## config.mk

```make
export PLATFORM = sky130hd
export DESIGN_NAME = aofd_top
export DESIGN_NICKNAME = d
export VERILOG_FILES = /design/src/core/aofd_pkg.sv /design/src/core/aofd_top.sv /design/src/core/aofd_fd_chan.sv /design/src/core/aofd_sticky.sv
export SDC_FILE = /design/constraint.sdc
export NUM_CORES = 1
export LEC_CHECK = 0
export BUFFER_PORTS_ARGS = -buffer_cell sky130_fd_sc_hd__buf_2
export CAP_MARGIN = 20
export CORE_MARGIN = 2
export CORE_UTILIZATION = 56
export CTS_CLUSTER_SIZE = 25
export DETAILED_ROUTE_END_ITERATION = 7
export GPL_ROUTABILITY_DRIVEN = 0
export GPL_TIMING_DRIVEN = 0
export PLACE_DENSITY = 0.75
export SLEW_MARGIN = 20
export SYNTH_ARGS = -nofsm -noshare
export SYNTH_HDL_FRONTEND = slang
export SYNTH_SLANG_ARGS = --single-unit
```

## constraint.sdc

```tcl
create_clock -name sys_clk -period 4.9 [get_ports sys_clk]
set_clock_uncertainty 0.05 [all_clocks]
set_input_delay 0.735 -clock sys_clk [delete_from_list [all_inputs] [get_ports sys_clk]]
set_output_delay 0.735 -clock sys_clk [all_outputs]
set_load 0.01 [all_outputs]
```

## src/core/aofd_pkg.sv

```systemverilog
// Package for the converter overrange, fast-detect and power-down/standby link logic.
// Assumes one sample clock and register writes that arrive through the serial control port.
package aofd_pkg;

  // Register offsets on the serial control port.
  localparam logic [14:0] OFS_FULL_POWERDOWN_CTRL  = 15'h003F;
  localparam logic [14:0] OFS_PIN_CFG    = 15'h0040;
  localparam logic [14:0] OFS_UTH_LO     = 15'h0247;
  localparam logic [14:0] OFS_UTH_HI     = 15'h0248;
  localparam logic [14:0] OFS_LTH_LO     = 15'h0249;
  localparam logic [14:0] OFS_LTH_HI     = 15'h024A;
  localparam logic [14:0] OFS_DWELL_LO   = 15'h024B;
  localparam logic [14:0] OFS_DWELL_HI   = 15'h024C;
  localparam logic [14:0] OFS_OVR_CLEAR  = 15'h0562;
  localparam logic [14:0] OFS_OVR_STICKY = 15'h0563;
  localparam logic [14:0] OFS_LINK_CTRL  = 15'h0571;

  // Reset values.
  localparam logic [7:0]  RST_BYTE       = 8'h00;
  localparam logic [7:0]  RST_UTH_HI     = 8'h1F;
  localparam logic [7:0]  RST_UTH_LO     = 8'hFF;
  localparam logic [7:0]  RST_DWELL_LO   = 8'h01;

  // Field positions.
  localparam int          PIN_FUNC_BIT   = 0;
  localparam int          FILL_K_BIT     = 7;
  localparam int          FULL_POWERDOWN_MODE_LSB  = 0;
  localparam int          CSB_LSB        = 0;
  localparam int          THR_HI_BITS    = 5;

  // Power-down control field encodings.
  localparam logic [1:0]  PDM_NORMAL     = 2'h0;
  localparam logic [1:0]  PDM_STANDBY    = 2'h1;

  // Data path widths and link fill.
  localparam int          ADC_W          = 14;
  localparam int          MAG_W          = 14;
  localparam int          NUM_VC         = 8;
  localparam logic [15:0] K_FILL_WORD    = 16'hBCBC;
  localparam logic [15:0] ZERO_WORD      = 16'h0000;

  // Timing: upper threshold detection must finish within this many sample clocks.
  localparam int          FD_UP_MAX_CYC  = 28;
  localparam int          PIPE_LAT_DEF   = 8;

  typedef enum logic [1:0] {AOFD_RUN, AOFD_STANDBY, AOFD_DOWN} aofd_mode_t;

  // Magnitude of a two's complement sample; -2^13 gives exactly full scale 2^13.
  function automatic logic [MAG_W-1:0] aofd_mag(input logic [ADC_W-1:0] s);
    logic [ADC_W-1:0] n;
    n = ~s + {{(ADC_W-1){1'b0}}, 1'b1};
    aofd_mag = s[ADC_W-1] ? n : s;
  endfunction

endpackage

```

## src/core/aofd_top.sv

```systemverilog
// Top of the overrange/fast-detect block with power-down/standby control of the link words.
// Assumes register accesses from the serial control port decoder on the sample clock;
// the power-down/standby pin is asynchronous and is synchronised here.
`timescale 1ns/10ps
module aofd_top
  import aofd_pkg::*;
#(
  parameter int PIPE_LAT = PIPE_LAT_DEF
) (
  input  wire logic              sys_clk,
  input  wire logic              sys_rst,
  input  wire logic              powerdown_standby_pin,
  input  wire logic [14:0]       reg_addr,
  input  wire logic [7:0]        reg_wdata,
  input  wire logic              reg_wr,
  input  wire logic              reg_rd,
  output logic      [7:0]        reg_rdata,
  output logic                   reg_rvalid,
  input  wire logic [ADC_W-1:0]  adc_sample_a,
  input  wire logic [ADC_W-1:0]  adc_sample_b,
  input  wire logic              adc_ovr_a,
  input  wire logic              adc_ovr_b,
  input  wire logic [NUM_VC-1:0] vc_ovr,
  input  wire logic              link_resync,
  output logic      [15:0]       tx_word_a,
  output logic      [15:0]       tx_word_b,
  output logic                   tx_is_k,
  output logic                   link_active,
  output logic                   link_sync_lost,
  output logic                   full_powerdown,
  output logic                   threshold_flag_chan_a,
  output logic                   threshold_flag_chan_b
);

  // The channel pipes need two stages; a pipe as long as the detect limit is refused at elaboration.
  if (PIPE_LAT < 2 || PIPE_LAT >= FD_UP_MAX_CYC) begin : g_lat_chk
    $error("PIPE_LAT out of range");
  end

  typedef struct packed {
    logic [1:0]  pin_sync;
    logic [7:0]  full_powerdown_ctrl;
    logic [7:0]  pin_cfg;
    logic [7:0]  uth_lo;
    logic [7:0]  uth_hi;
    logic [7:0]  lth_lo;
    logic [7:0]  lth_hi;
    logic [7:0]  dwell_lo;
    logic [7:0]  dwell_hi;
    logic [7:0]  ovr_clr;
    logic [7:0]  link_ctrl;
    logic [7:0]  rdata;
    logic        rvalid;
    aofd_mode_t  mode;
    logic        sync_lost;
    logic [15:0] word_a;
    logic [15:0] word_b;
    logic        is_k;
    logic        active;
    logic        pdown;
  } aofd_top_t;

  aofd_top_t st_reg;
  aofd_top_t st_next;

  logic [ADC_W-1:0]  smp_a;
  logic [ADC_W-1:0]  smp_b;
  logic              ovr_a;
  logic              ovr_b;
  logic              flag_a;
  logic              flag_b;
  logic [NUM_VC-1:0] sticky;
  logic [12:0]       upper_thr;
  logic [12:0]       lower_thr;
  logic [15:0]       dwell;
  logic [1:0]        control_bits_per_sample;
  aofd_mode_t        mode_req;

  // Threshold and dwell values are assembled from their byte pairs; unused high bits are ignored.
  assign upper_thr = {st_reg.uth_hi[THR_HI_BITS-1:0], st_reg.uth_lo};
  assign lower_thr = {st_reg.lth_hi[THR_HI_BITS-1:0], st_reg.lth_lo};
  assign dwell     = {st_reg.dwell_hi, st_reg.dwell_lo};
  assign control_bits_per_sample       = st_reg.link_ctrl[CSB_LSB +: 2];

  // Two independent channels, each with its own flag and dwell counter.
  aofd_fd_chan #(.PIPE_LAT(PIPE_LAT)) u_chan_a (
    .sys_clk        (sys_clk),
    .sys_rst        (sys_rst),
    .sample_in      (adc_sample_a),
    .ovr_in         (adc_ovr_a),
    .upper_thr      (upper_thr),
    .lower_thr      (lower_thr),
    .dwell          (dwell),
    .sample_out     (smp_a),
    .ovr_out        (ovr_a),
    .threshold_flag (flag_a)
  );

  aofd_fd_chan #(.PIPE_LAT(PIPE_LAT)) u_chan_b (
    .sys_clk        (sys_clk),
    .sys_rst        (sys_rst),
    .sample_in      (adc_sample_b),
    .ovr_in         (adc_ovr_b),
    .upper_thr      (upper_thr),
    .lower_thr      (lower_thr),
    .dwell          (dwell),
    .sample_out     (smp_b),
    .ovr_out        (ovr_b),
    .threshold_flag (flag_b)
  );

  // The clear register feeds the sticky block directly, so a write sequence acts on the following edges.
  aofd_sticky u_sticky (
    .sys_clk  (sys_clk),
    .sys_rst  (sys_rst),
    .vc_ovr   (vc_ovr),
    .clr_bits (st_reg.ovr_clr),
    .sticky   (sticky)
  );

  assign threshold_flag_chan_a = flag_a;
  assign threshold_flag_chan_b = flag_b;

  // Pack a sample into a link word; bit 1 carries overrange only when control bits exist.
  // Word bit 0 is reserved and always sent as zero.
  function automatic logic [15:0] pack_word(input logic [ADC_W-1:0] s, input logic o, input logic [1:0] c);
    pack_word = {s, (c != 2'h0) ? o : 1'b0, 1'b0};
  endfunction

  // Requested mode: power-down wins over standby, pin and register are ORed.
  // A pin held in power-down overrides the power-down control register; software can only wake it by setting the pin function bit for standby.
  always_comb begin
    mode_req = AOFD_RUN;
    if (st_reg.full_powerdown_ctrl[FULL_POWERDOWN_MODE_LSB +: 2] == PDM_STANDBY) begin
      mode_req = AOFD_STANDBY;
    end
    if (st_reg.pin_sync[1] && st_reg.pin_cfg[PIN_FUNC_BIT]) begin
      mode_req = AOFD_STANDBY;
    end
    if (st_reg.full_powerdown_ctrl[FULL_POWERDOWN_MODE_LSB +: 2] > PDM_STANDBY) begin
      mode_req = AOFD_DOWN;
    end
    if (st_reg.pin_sync[1] && !st_reg.pin_cfg[PIN_FUNC_BIT]) begin
      mode_req = AOFD_DOWN;
    end
  end

  // Register file, read port, mode tracking and link word generation.
  always_comb begin
    st_next          = st_reg;
    // Two flops on the asynchronous pin; only the second one is read by the mode logic.
    st_next.pin_sync = {st_reg.pin_sync[0], powerdown_standby_pin};
    st_next.rvalid   = reg_rd;
    st_next.rdata    = 8'h00;
    // Writes to the status offset and to unmapped offsets fall through and are ignored.
    if (reg_wr) begin
      if (reg_addr == OFS_FULL_POWERDOWN_CTRL) begin
        st_next.full_powerdown_ctrl = reg_wdata;
      end else if (reg_addr == OFS_PIN_CFG) begin
        st_next.pin_cfg = reg_wdata;
      end else if (reg_addr == OFS_UTH_LO) begin
        st_next.uth_lo = reg_wdata;
      end else if (reg_addr == OFS_UTH_HI) begin
        st_next.uth_hi = reg_wdata;
      end else if (reg_addr == OFS_LTH_LO) begin
        st_next.lth_lo = reg_wdata;
      end else if (reg_addr == OFS_LTH_HI) begin
        st_next.lth_hi = reg_wdata;
      end else if (reg_addr == OFS_DWELL_LO) begin
        st_next.dwell_lo = reg_wdata;
      end else if (reg_addr == OFS_DWELL_HI) begin
        st_next.dwell_hi = reg_wdata;
      end else if (reg_addr == OFS_OVR_CLEAR) begin
        st_next.ovr_clr = reg_wdata;
      end else if (reg_addr == OFS_LINK_CTRL) begin
        st_next.link_ctrl = reg_wdata;
      end
    end
    // Reads return the value before a write in the same cycle; unmapped offsets read zero.
    if (reg_rd) begin
      if (reg_addr == OFS_FULL_POWERDOWN_CTRL) begin
        st_next.rdata = st_reg.full_powerdown_ctrl;
      end else if (reg_addr == OFS_PIN_CFG) begin
        st_next.rdata = st_reg.pin_cfg;
      end else if (reg_addr == OFS_UTH_LO) begin
        st_next.rdata = st_reg.uth_lo;
      end else if (reg_addr == OFS_UTH_HI) begin
        st_next.rdata = st_reg.uth_hi;
      end else if (reg_addr == OFS_LTH_LO) begin
        st_next.rdata = st_reg.lth_lo;
      end else if (reg_addr == OFS_LTH_HI) begin
        st_next.rdata = st_reg.lth_hi;
      end else if (reg_addr == OFS_DWELL_LO) begin
        st_next.rdata = st_reg.dwell_lo;
      end else if (reg_addr == OFS_DWELL_HI) begin
        st_next.rdata = st_reg.dwell_hi;
      end else if (reg_addr == OFS_OVR_CLEAR) begin
        st_next.rdata = st_reg.ovr_clr;
      end else if (reg_addr == OFS_OVR_STICKY) begin
        st_next.rdata = sticky;
      end else if (reg_addr == OFS_LINK_CTRL) begin
        st_next.rdata = st_reg.link_ctrl;
      end
    end
    st_next.mode = mode_req;
    // Status outputs are registered here so that every top output leaves a flip-flop.
    st_next.active = mode_req != AOFD_DOWN;
    st_next.pdown  = mode_req == AOFD_DOWN;
    if (link_resync) begin
      st_next.sync_lost = 1'b0;
    end
    case (mode_req)
      AOFD_DOWN: begin
        // The link is stopped outright; the receiver has to resynchronise afterwards.
        st_next.sync_lost = 1'b1;
        st_next.word_a    = ZERO_WORD;
        st_next.word_b    = ZERO_WORD;
        st_next.is_k      = 1'b0;
      end
      AOFD_STANDBY: begin
        // Standby keeps the link alive so the receiver stays locked; only the payload is replaced.
        st_next.is_k = st_reg.link_ctrl[FILL_K_BIT];
        if (st_reg.link_ctrl[FILL_K_BIT]) begin
          st_next.word_a = K_FILL_WORD;
          st_next.word_b = K_FILL_WORD;
        end else begin
          st_next.word_a = ZERO_WORD;
          st_next.word_b = ZERO_WORD;
        end
      end
      default: begin
        st_next.word_a = pack_word(smp_a, ovr_a, control_bits_per_sample);
        st_next.word_b = pack_word(smp_b, ovr_b, control_bits_per_sample);
        st_next.is_k   = 1'b0;
      end
    endcase
  end

  // State register; the upper threshold bytes reset to full scale, the lower threshold to zero and the dwell to one cycle.
  always_ff @(posedge sys_clk) begin
    if (sys_rst) begin
      st_reg          <= '0;
      st_reg.mode     <= AOFD_RUN;
      st_reg.active   <= 1'b1;
      st_reg.uth_lo   <= RST_UTH_LO;
      st_reg.uth_hi   <= RST_UTH_HI;
      st_reg.lth_lo   <= RST_BYTE;
      st_reg.dwell_lo <= RST_DWELL_LO;
    end else begin
      st_reg <= st_next;
    end
  end

  // Every output is a register field; no logic sits between the flops and the pins.
  assign reg_rdata      = st_reg.rdata;
  assign reg_rvalid     = st_reg.rvalid;
  assign tx_word_a      = st_reg.word_a;
  assign tx_word_b      = st_reg.word_b;
  assign tx_is_k        = st_reg.is_k;
  assign link_active    = st_reg.active;
  assign link_sync_lost = st_reg.sync_lost;
  assign full_powerdown = st_reg.pdown;

  // Mode, link and sticky read checks; registered outputs follow their cause by one edge.
  pin_down_a: assert property (@(posedge sys_clk) disable iff (sys_rst)
    st_reg.pin_sync[1] && !st_reg.pin_cfg[PIN_FUNC_BIT] |=> full_powerdown && !link_active)
    else $error("pin did not power down");
  down_sync_a: assert property (@(posedge sys_clk) disable iff (sys_rst)
    full_powerdown |-> link_sync_lost) else $error("sync kept in power-down");
  reg_down_a: assert property (@(posedge sys_clk) disable iff (sys_rst)
    st_reg.full_powerdown_ctrl[1:0] > PDM_STANDBY |=> full_powerdown) else $error("register power-down ignored");
  stby_zero_a: assert property (@(posedge sys_clk) disable iff (sys_rst)
    st_reg.mode == AOFD_STANDBY && !st_reg.link_ctrl[FILL_K_BIT] |-> ##0 1'b1 ##1
    (st_reg.mode != AOFD_STANDBY || $past(st_reg.link_ctrl[FILL_K_BIT]) ||
     (tx_word_a == ZERO_WORD && tx_word_b == ZERO_WORD && link_active)))
    else $error("standby words not zero");
  stby_k_a: assert property (@(posedge sys_clk) disable iff (sys_rst)
    mode_req == AOFD_STANDBY && st_reg.link_ctrl[FILL_K_BIT] |=> tx_is_k && tx_word_a == K_FILL_WORD)
    else $error("standby K fill missing");
  csb_bit_a: assert property (@(posedge sys_clk) disable iff (sys_rst)
    mode_req == AOFD_RUN && control_bits_per_sample == 2'h0 |=> tx_word_a[1] == 1'b0) else $error("control bit without csb");
  rd_sticky_a: assert property (@(posedge sys_clk) disable iff (sys_rst)
    reg_rd && reg_addr == OFS_OVR_STICKY |=> reg_rvalid && reg_rdata == $past(sticky))
    else $error("sticky read wrong");
  // Further mode, link status and link word checks in standby, power-down and normal running.
  pin_stby_a: assert property (@(posedge sys_clk) disable iff (sys_rst)
    st_reg.pin_sync[1] && st_reg.pin_cfg[PIN_FUNC_BIT] && st_reg.full_powerdown_ctrl[1:0] <= PDM_STANDBY
    |=> link_active && st_reg.mode == AOFD_STANDBY) else $error("pin did not select standby");
  stby_link_a: assert property (@(posedge sys_clk) disable iff (sys_rst)
    mode_req == AOFD_STANDBY |=> link_active && !full_powerdown) else $error("standby stopped link");
  down_words_a: assert property (@(posedge sys_clk) disable iff (sys_rst)
    full_powerdown |-> tx_word_a == ZERO_WORD && tx_word_b == ZERO_WORD && !tx_is_k)
    else $error("words sent in power-down");
  resync_a: assert property (@(posedge sys_clk) disable iff (sys_rst)
    link_resync && mode_req != AOFD_DOWN |=> !link_sync_lost) else $error("resync ignored");
  stby_no_k_a: assert property (@(posedge sys_clk) disable iff (sys_rst)
    mode_req == AOFD_STANDBY && !st_reg.link_ctrl[FILL_K_BIT] |=> !tx_is_k) else $error("K fill unasked");
  run_data_a: assert property (@(posedge sys_clk) disable iff (sys_rst)
    mode_req == AOFD_RUN |=> tx_word_a[15:2] == $past(smp_a) && tx_word_b[15:2] == $past(smp_b))
    else $error("sample word wrong");
  ovr_bit_a: assert property (@(posedge sys_clk) disable iff (sys_rst)
    mode_req == AOFD_RUN && control_bits_per_sample != 2'h0 |=> tx_word_a[1] == $past(ovr_a)) else $error("control bit wrong");
  stby_c: cover property (@(posedge sys_clk) disable iff (sys_rst) st_reg.mode == AOFD_STANDBY);
  down_c: cover property (@(posedge sys_clk) disable iff (sys_rst) $rose(full_powerdown));

endmodule

```

## src/core/aofd_fd_chan.sv

```systemverilog
// One converter channel: sample/overrange latency pipe and the fast-detect flag.
// Assumes samples arrive every sample clock from logic in the same clock domain.
`timescale 1ns/10ps
module aofd_fd_chan
  import aofd_pkg::*;
#(
  parameter int PIPE_LAT = PIPE_LAT_DEF
) (
  input  wire logic             sys_clk,
  input  wire logic             sys_rst,
  input  wire logic [ADC_W-1:0] sample_in,
  input  wire logic             ovr_in,
  input  wire logic [12:0]      upper_thr,
  input  wire logic [12:0]      lower_thr,
  input  wire logic [15:0]      dwell,
  output logic      [ADC_W-1:0] sample_out,
  output logic                  ovr_out,
  output logic                  threshold_flag
);

  // The shift register needs two stages at least, so shorter pipes are refused at elaboration.
  if (PIPE_LAT < 2 || PIPE_LAT > 64) begin : g_lat_chk
    $error("PIPE_LAT out of range");
  end

  typedef struct packed {
    logic [PIPE_LAT-1:0][ADC_W-1:0] smp;
    logic [PIPE_LAT-1:0]            ovr;
    logic                           flag;
    logic [16:0]                    cnt;
  } aofd_fd_t;

  aofd_fd_t st_reg;
  aofd_fd_t st_next;
  logic [MAG_W-1:0] mag_early;
  logic [MAG_W-1:0] mag_late;
  logic             above_upper;
  logic             below_lower;
  logic [16:0]      dwell_eff;

  // Upper compare taps the converter output; lower compare taps the delayed sample.
  assign mag_early   = aofd_mag(sample_in);
  assign mag_late    = aofd_mag(st_reg.smp[PIPE_LAT-1]);
  assign above_upper = mag_early > {1'b0, upper_thr};
  assign below_lower = mag_late < {1'b0, lower_thr};
  assign dwell_eff   = (dwell == 16'h0000) ? 17'h0_0001 : {1'b0, dwell};

  // The flag sets the cycle after a crossing; clearing needs dwell+1 consecutive low samples, two for a dwell of zero.
  always_comb begin
    st_next     = st_reg;
    st_next.smp = {st_reg.smp[PIPE_LAT-2:0], sample_in};
    st_next.ovr = {st_reg.ovr[PIPE_LAT-2:0], ovr_in};
    if (above_upper) begin
      st_next.flag = 1'b1;
      st_next.cnt  = 17'h0_0000;
    end else if (!below_lower) begin
      st_next.cnt = 17'h0_0000;
    end else if (st_reg.flag) begin
      if (st_reg.cnt + 17'h0_0001 > dwell_eff) begin
        st_next.flag = 1'b0;
        st_next.cnt  = 17'h0_0000;
      end else begin
        st_next.cnt = st_reg.cnt + 17'h0_0001;
      end
    end else begin
      st_next.cnt = 17'h0_0000;
    end
  end

  // State register.
  always_ff @(posedge sys_clk) begin
    if (sys_rst) begin
      st_reg <= '0;
    end else begin
      st_reg <= st_next;
    end
  end

  assign sample_out     = st_reg.smp[PIPE_LAT-1];
  assign ovr_out        = st_reg.ovr[PIPE_LAT-1];
  assign threshold_flag = st_reg.flag;

  fd_set_a: assert property (@(posedge sys_clk) disable iff (sys_rst)
    above_upper |=> threshold_flag) else $error("flag not set after crossing");
  fd_clr_a: assert property (@(posedge sys_clk) disable iff (sys_rst)
    $fell(threshold_flag) |-> $past(below_lower) && !$past(above_upper))
    else $error("flag cleared while not below lower");
  fd_dwell_a: assert property (@(posedge sys_clk) disable iff (sys_rst)
    $fell(threshold_flag) |-> $past(st_reg.cnt) + 17'h0_0001 > $past(dwell_eff))
    else $error("flag cleared before dwell elapsed");
  fd_restart_a: assert property (@(posedge sys_clk) disable iff (sys_rst)
    !below_lower |=> st_reg.cnt == 17'h0_0000) else $error("dwell count not restarted");
  ovr_lat_a: assert property (@(posedge sys_clk) disable iff (sys_rst)
    ##PIPE_LAT (ovr_out == $past(ovr_in, PIPE_LAT))) else $error("overrange latency wrong");
  fd_set_c: cover property (@(posedge sys_clk) disable iff (sys_rst) $rose(threshold_flag));
  fd_clr_c: cover property (@(posedge sys_clk) disable iff (sys_rst) $fell(threshold_flag));

endmodule

```

## src/core/aofd_sticky.sv

```systemverilog
// Sticky overrange status, one bit per virtual converter, cleared by a set-then-reset clear bit.
// Assumes overrange events and the clear register come from the same sample clock.
`timescale 1ns/10ps
module aofd_sticky
  import aofd_pkg::*;
(
  input  wire logic              sys_clk,
  input  wire logic              sys_rst,
  input  wire logic [NUM_VC-1:0] vc_ovr,
  input  wire logic [NUM_VC-1:0] clr_bits,
  output logic      [NUM_VC-1:0] sticky
);

  typedef struct packed {
    logic [NUM_VC-1:0] clr_prev;
    logic [NUM_VC-1:0] stat;
  } aofd_sticky_t;

  aofd_sticky_t st_reg;
  aofd_sticky_t st_next;
  logic [NUM_VC-1:0] clr_fall;

  // Only the return of a clear bit to zero clears; a new event in that cycle still wins.
  assign clr_fall = st_reg.clr_prev & ~clr_bits;

  always_comb begin
    st_next          = st_reg;
    st_next.clr_prev = clr_bits;
    st_next.stat     = (st_reg.stat & ~clr_fall) | vc_ovr;
  end

  // State register.
  always_ff @(posedge sys_clk) begin
    if (sys_rst) begin
      st_reg <= '0;
    end else begin
      st_reg <= st_next;
    end
  end

  assign sticky = st_reg.stat;

  stk_set_a: assert property (@(posedge sys_clk) disable iff (sys_rst)
    |vc_ovr |=> (sticky & $past(vc_ovr)) == $past(vc_ovr)) else $error("overrange not latched");
  stk_hold_a: assert property (@(posedge sys_clk) disable iff (sys_rst)
    (~sticky & $past(sticky) & ~$past(clr_fall)) == '0) else $error("sticky bit lost without clear");
  stk_clr_c: cover property (@(posedge sys_clk) disable iff (sys_rst) |(~sticky & $past(sticky)));

endmodule

```

# --- Yosys cells after proc, flatten, opt, wreduce, memory -nomap -nowiden ---
# Cells that the tools add are included.
classes:
  addsub: 6
  n_mul: 0
  n_div: 0
  order_cmp: 7
  n_eq_ne: 15
  shifts: 0
  n_mux: 40
  bitwise: 23
  reduce_logical: 21
op_table:
  columns: ["cell", "count"]
  rows:
  - ["$mux W17", 6]
  - ["$eq A15 B10 Y1 const B", 6]
  - ["$mux W8", 11]
  - ["$pmux W33 S2", 1]
  - ["$add A14 B1 Y14 const B", 4]
  - ["$mux W14", 4]
  - ["$not A14 Y14", 4]
  - ["$eq A15 B11 Y1 const B", 3]
  - ["$mux W18", 2]
  - ["$add A17 B1 Y17 const B", 2]
  - ["$mux W32", 1]
  - ["$gt A14 B13 Y1", 2]
  - ["$lt A14 B13 Y1", 2]
  - ["$gt A17 B16 Y1", 1]
  - ["$gt A17 B17 Y1", 1]
  - ["$and A8 B8 Y8", 2]
  - ["$logic_not A16 Y1", 1]
  - ["$mux W16", 1]
  - ["$not A8 Y8", 2]
  - ["$eq A15 B6 Y1 const B", 1]
  - ["$eq A15 B7 Y1 const B", 1]
  - ["$not A1 Y1", 14]
  - ["$mux W1", 11]
  - ["$reduce_and A11 Y1", 1]
  - ["other kinds (20)", 28]
totals:
  register_bits: 419
  latch_bits: 0
  ramBits: 0
  romBits: 0
  in_bits: 67
  out_inout_bits: 47
  wordCells: 155
  n_memories: 0

# --- Depth between registers and ports, before layout ---
# Gate-level depths: netlist of run 1.
depth:
  ltp_word: 12
  depth_mapped: 15

# --- By module ---
# A second synthesis of run 1 with hierarchy kept.
hier_totals:
  hier_cells: 1869
  hier_area_um2: 17858.4
modules_own_cells:
  columns: ["mod", "instances", "cells_per_inst", "area_each_um2", "seq_area_each_um2"]
  rows:
  - ["aofd_fd_chan at u_chan_a", 1, 577, 5829.3, 2762.6]
  - ["aofd_fd_chan at u_chan_b", 1, 592, 5714.2, 2762.6]
  - ["aofd_top", 1, 643, 5696.7, 2502.4]
  - ["aofd_sticky", 1, 57, 618.1, 320.3]

# --- Worst setup path after synthesis of run 1 ---
# Ideal clock, no wire load.
synth_path:
  kind: "input to register"
  from: "in adc_sample_b[0]"
  to: "reg u_chan_b.st_reg[8] (netlist bit)"
  setup_time_ps: 80
  arrival_ps: 3438
  required_ps: 4770
  path_slack_ps: 1332
  cell_stages: 13
  cell_sequence: "inv_1 > ha_1 > nand2b_1 > or4b_2 > o41ai_1 > xnor2_1 > ha_1 > nand3_1 > nor4_1 > a21oi_1 > a211o_1 > buf_2 > nor3b_1"
synth_between:
  elab_chain_cells: 5
synth_rtl:
  columns: ["item", "line_no", "source"]
  rows:
  - ["from (decl)", "aofd_top.sv:20", "input wire logic [ADC_W-1:0] adc_sample_b,"]
  - ["$not A14 Y14", "aofd_pkg.sv:51", "n = ~s + {{(ADC_W-1){1'b0}}, 1'b1};"]
  - ["$add A14 B1 Y14", "aofd_pkg.sv:51", null]
  - ["$mux W14 (*)", "aofd_pkg.sv:52", "aofd_mag = s[ADC_W-1] ? n : s;"]
  - ["$gt A14 B13 Y1 (*)", "aofd_fd_chan.sv:44", "assign above_upper = mag_early > {1'b0, upper_thr};"]
  - ["$reduce_or A5 Y1 (no source line) (*)", null, null]
  - ["to (signal assigned)", "aofd_fd_chan.sv:75", "st_reg <= st_next;"]
  - ["to (decl)", "aofd_fd_chan.sv:33", "aofd_fd_t st_reg;"]
# Mark *: on every way between the ends. The rest lies on a longest branch, timed or not.
# A chain may end at the register's enable or synchronous reset.

# --- Worst setup path in the final report of run 1 ---
# Same ends and word-level chain as after synthesis.

==> run summary, run 1 <==
Pleak: 8.204 nW
DRC: 0
final hold vios: 0
crit path kind: in2reg
R2R cell count: 13
Worst setup endpoint: u_chan_b.st_reg[8]
fill count: 2383
ys flop type: dfxtp_1
pwr/cell area: 352.4 nW/um2
Crit. Startpoint: adc_sample_b[0]
global-route usage over all layers: 24.05%
first-pass GRT wire length: 59.81 mm
cell taking the most area after synthesis: dfxtp_1
RSZ-0062 raised after global routing: false
post-DR vias/cell: 5.385
DIE AREA: 31890 um2
clk buf depth: 3
Peak VDD IR: 276.9 uV
# nets final: 2011
Multi-input gate area: 7796 um2
worst-margin pin slew: 946.0 ps
Ports: 114
Overall Power: 6.846 mW
synthesized instance count: 1708
worst-path maximum fanout: 10
mapped cell area: 17070 um2
Initial Util: 57.29%
die width: 178.6 um
Setup violations, final: 0
status: finished clean
FFs w/ async S/R, synth: 0%
Seq/Total Area, Yosys: 48.90%
max-cap viol count: 0
CP Data Required Time: 5300 ps
share of cells above drive strength 1: 13.72%
Setup crit end kind: flip-flop
r2r endpoint: u_chan_a.st_reg[13]
hold path depth: 3
total gr overflow: 0
Syn Area/Cell: 9.994 um2
DRT iter0 DRCs: 783
EDFF count, synth: 0
drt total wl: 38.26 mm
arrival time worst endpoint: 4210 ps
vias in the first global route: 11616
Synth warnings: 0
f_max: 262.4 MHz
H-tree Lvls: 2
antenna-violating nets left: 0
Clk Tree Root Cell: clkbuf_16
post-route setup TNS: 0 ps
Die Ht: 178.6 um
top-area cell type share of the netlist area: 48.90%
CP Launch Type: input port
Final period util: 77.79%
post-route minimum period: 3812 ps
post-synthesis sequential element count: 417
CTS tree: built
Routed WL per cell: 16.85 um
CTS hold repair buffers: 0
FF+latch area: 8348 um2
post-CTS setup buffer count: 0
via count: 12229
worst reg2reg setup slack: 1160 ps
synthesis-to-finish area growth: 13.79%
dpl hpwl: 28.57 mm
top post-synthesis cells by area: dfxtp_1 (49%), nor2b_1 (9.2%), ha_1 (6.6%)
pin count of the biggest net entering global routing: 16
PortBufs: 101
Netlist cell types: 79
Worst Hold Class: in2reg
initial antenna violation count: 0
FP Rows: 63
Rel. slew slack: 36.59%
Post-CTS Resized: 0
R2R Path Start: u_chan_a.sample_out[2]
Final Max Slew Viols: 0
Worst-path clk slew: 60 ps
Clock Latency Late Sink: 540 ps
core area: 29800 um2
CTS Buf Count: 40
first drt pass iteration count: 6
ANT cells: 0
CTS Sinks: 417
## worst min-delay path by stage
stage	startpoint	endpoint	slack, ps
4_1_cts	vc_ovr[3]	u_sticky.sticky[3]	360
3_3_place_gp	u_chan_a.st_next[81]	u_chan_a.st_next[95]	370
6_report	vc_ovr[3]	u_sticky.sticky[3]	360
5_1_grt	vc_ovr[2]	u_sticky.sticky[2]	370
3_5_place_dp	u_chan_a.st_next[86]	u_chan_a.st_next[100]	370
2_1_floorplan	u_chan_a.ovr_out	tx_word_a[1]	360
## placed cells by master (no fill, tap or decap), types with 6 or more instances in the layout
master	netlist	routed
o21ai_0	30	30
o22ai_1	11	11
nor3b_1	28	28
nand3_1	34	34
o31ai_1	12	12
a221oi_1	8	8
nor4_1	10	10
ha_1	90	90
clkbuf_8	0	6
nand2_1	85	85
or4_1	8	8
mux2i_1	61	61
xnor2_1	66	66
mux4_2	7	7
a21oi_1	58	58
dfxtp_1	417	417
a21o_1	26	26
nor2b_1	251	251
o41ai_1	6	6
inv_1	64	64
and3_1	9	9
xor2_1	8	8
buf_4	45	45
and2_1	14	14
nand2b_1	25	25
nand4_1	23	23
clkbuf_16	0	41
nor3_1	18	18
buf_2	14	115
buf_6	6	6
a211oi_1	7	7
o211ai_1	18	18
nor2_1	110	110
clkbuf_1	52	61
## layer usage
| layer | vias to the layer above | routed length (um) | GRT usage (%) |
|---|---|---|---|
| li1 | 6063 | - | - |
| met1 | 5590 | 16340 | 30.98 |
| met2 | 486 | 17300 | 38.51 |
| met3 | 90 | 3495 | 6.927 |
| met4 | 0 | 1126 | 8.570 |
| met5 | - | 0 | 0 |
## cell families (layout without fill, tap and decap cells)
group / after synthesis / in the layout / synth area share [%]
other: 1 / 4 / 0.02197
AOI/OAI and AO/OA: 225 / 225 / 9.111
muxes: 68 / 68 / 4.500
xor gates and xnor gates: 74 / 74 / 3.797
buffers and inverters: 186 / 356 / 5.490
and+or+nand+nor: 647 / 647 / 21.58
DFF: 417 / 417 / 48.90
adders and majority gates: 90 / 90 / 6.597
## where the power goes
group          switching [mW]  internal, mW  total [mW]
Combinational           0.191         0.108       0.300
Clock                    1.25          1.85        3.10
Sequential             0.0112          3.44        3.45
## synth_stat cells, drive strengths merged, types with 9 or more instances
cell	number
buf	66
inv	64
a21o	26
o21ai	32
and2	15
nor4	14
clkbuf	53
ha	90
dfxtp	417
nor2	110
nor2b	251
nand4	23
nor3	22
mux2i	61
and3	9
nand2b	25
a21oi	58
xnor2	66
nand3	34
o31ai	12
nor3b	29
o211ai	18
nand2	85
o22ai	11
## metrics by stage
stage | cells | setup WS, ps | util [%] | area [um2] | hold slack [ps]
floorplan | 1711 | 1332 | - | 17080 | 355.7
global placement | 2202 | 668.8 | 60.66 | 18070 | 366.0
detailed placement | 2202 | 592.4 | 60.66 | 18070 | 370.4
CTS | 2271 | 1134 | 65.19 | 19420 | 357.7
global route | 2271 | 831.3 | 65.19 | 19420 | 367.6
finish | 2271 | 1088 | 65.19 | 19420 | 362.6
## layout make-up
type	instances	area share [%]
Timing Repair Buffer	101	2.602
Clock buffer	56	5.881
Multi-Input combinational cell	1108	40.14
Tap cell	390	2.512
Inverter	66	1.275
Clock inverter	13	1.069
Buffer	120	3.549
Sequential cell	417	42.98
## worst max-delay path: stages
cell,delay [ps]
buf_2,110
inv_1,120
ha_1,180
nand2b_1,80
or4b_2,690
o41ai_1,350
xnor2_1,170
ha_1,200
a21o_1,150
a21oi_1,170
o2111ai_1,310
a211o_1,510
buf_2,240
nor3b_1,180
Power figures use the tool's default switching activity.
==> inputs of run 2 (changes only) <==
==> constraint.sdc (replaced) <==
create_clock -name sys_clk -period 3.8 [get_ports sys_clk]
set_clock_uncertainty 0.05 [all_clocks]
set_input_delay 0.57 -clock sys_clk [delete_from_list [all_inputs] [get_ports sys_clk]]
set_output_delay 0.57 -clock sys_clk [all_outputs]
set_load 0.01 [all_outputs]
==> run summary, run 2 (synthesized netlist as in run 1, its figures left out) <==
pin count of the biggest net entering global routing: 16 (unchanged)
slowest stage delay, CP: 370 ps (-320 ps)
worst-path maximum fanout: 10 (unchanged)
die width: 178.6 um (unchanged)
most common cell after layout, fill and taps aside: dfxtp_1
CP Data Required Time: 4200 ps (-1100 ps)
share of cells above drive strength 1: 14.33% (+0.62 points)
DRC: 0 (unchanged)
Worst-path clk slew: 60 ps (about the same)
total gr overflow: 0 (unchanged)
DRT iter0 DRCs: 776 (-0.89%)
global-route usage over all layers: 24.05% (unchanged)
post-route minimum period: 3565 ps
Initial Util: 57.29% (unchanged)
fill count: 2375 (-0.34%)
worst-margin pin slew: 943.9 ps (-2.062 ps)
Rel. slew slack: 36.73% (+0.14 points)
CTS tree: built
FP Rows: 63 (unchanged)
crit path kind: reg2reg
first-pass GRT wire length: 59.81 mm (unchanged)
CTS Sinks: 417 (unchanged)
# nets final: 2014 (+0.15%)
Ports: 114 (unchanged)
final hold vios: 0 (unchanged)
via count: 12246 (+0.14%)
synthesis-to-finish area growth: 14.12%
vias in the first global route: 11616 (unchanged)
drt total wl: 38.44 mm (+0.45%)
fin util: 65.38% (+0.19 points)
status: finished clean
post-DR vias/cell: 5.385 (about the same)
f_max: 280.5 MHz
CP cell instances: nor4_1, nand2_1, or2_2, o41ai_1, xnor2_1, ha_1, nand3_1, nor2_1, a221o_1, a2111oi_0, nand4_1, buf_2, nor3b_1
Peak VDD IR: 356.9 uV (+29%)
Setup crit end kind: flip-flop
DIE AREA: 31890 um2 (unchanged)
CP Launch Type: flip-flop
Final period util: 93.82%
core area: 29800 um2 (unchanged)
clk buf depth: 3 (unchanged)
Setup violations, final: 0 (unchanged)
post-route setup TNS: 0 ps (unchanged)
Clk Tree Root Cell: clkbuf_16
initial antenna violation count: 0 (unchanged)
Pleak: 8.225 nW (+0.25%)
PortBufs: 101 (unchanged)
H-tree Lvls: 2 (unchanged)
Routed WL per cell: 16.90 um (+0.32%)
CTS Buf Count: 40 (unchanged)
first drt pass iteration count: 5 (-1)
ANT cells: 0 (unchanged)
Worst Hold Class: in2reg
commonest non-fill, non-tap cells in the layout: dfxtp_1 (417), nor2b_1 (251), buf_2 (115), nor2_1 (110), ha_1 (89)
Clock Latency Late Sink: 540 ps (about the same)
max-cap viol count: 0 (unchanged)
pwr/cell area: 453.6 nW/um2 (+29%)
slowest CP cell: dfxtp_1
arrival time worst endpoint: 3960 ps (-250 ps)
Final Max Slew Viols: 0 (unchanged)
antenna-violating nets left: 0 (unchanged)
dpl hpwl: 28.57 mm (unchanged)
Die Ht: 178.6 um (unchanged)
run 2: final cells by class:
cell class	instances	area (um2)	share of cell area [%]
repair buffers	104	528.0	2.710
clock inverters	13	207.7	1.066
inverters	66	247.7	1.272
well taps	390	488.0	2.505
plain buffers	120	690.7	3.545
flip-flops and latches	417	8348	42.85
clock buffers	56	1142	5.864
multi-input cells	1108	7829	40.19
run 2: what timing repair did:
action / CTS / global route
hold buffers: 0 / 0
buffers inserted: 0 / 3
resized for setup: 0 / 10
setup endpoints to repair: 0 / 23
run 2: worst paths after layout:
check | startpoint | end | slack, ps | cells past startpoint
setup / recovery | u_chan_a.sample_out[2] | u_chan_a.st_reg[15] | 240 | 13
hold / removal | vc_ovr[3] | u_sticky.sticky[3] | 190 | 3
setup reg to reg | u_chan_a.sample_out[2] | u_chan_a.st_reg[15] | 240 | 13
hold reg to reg | u_chan_a.st_next[59] | u_chan_a.st_next[73] | 380 | 1
run 2: through the flow:
| stage | cells | setup WS (ps) | power [mW] | hold WS (ps) | instance area, um2 |
|---|---|---|---|---|---|
| after CTS | 2271 | 78.25 | 8.877 | 192.7 | 19420 |
| after global routing | 2274 | -11.26 | 9.103 | 202.6 | 19480 |
| final | 2274 | 235.0 | 8.837 | 194.7 | 19480 |
| after floorplan | 1711 | 396.7 | 4.776 | 355.7 | 17080 |
| after detailed placement | 2202 | -342.6 | 4.923 | 370.4 | 18070 |
| after global placement | 2202 | -266.2 | 4.914 | 366.0 | 18070 |
run 2: report_power, final:
part	internal (mW)	leakage, nW	switching [mW]
combinational	0.140	4.19	0.249
sequential	4.43	3.38	0.0145
clock	2.38	0.658	1.62
total	6.95	8.22	1.88
run 2: layer usage:
metal / track usage, % / up-vias / wire length (um)
met5: 0 / - / 0
met4: 8.570 / 0 / 1110
met3: 6.927 / 86 / 3394
met2: 38.51 / 469 / 17370
met1: 30.98 / 5617 / 16560
li1: - / 6074 / -
run 2: critical path: cells and delay by family, from the launching register on:
family	cells	cell delay (ps)
simple gates	7	1340
compound gates	3	1010
xor+xnor	1	200
buf+inv	1	240
flops	1	370
fa+ha+maj	1	270
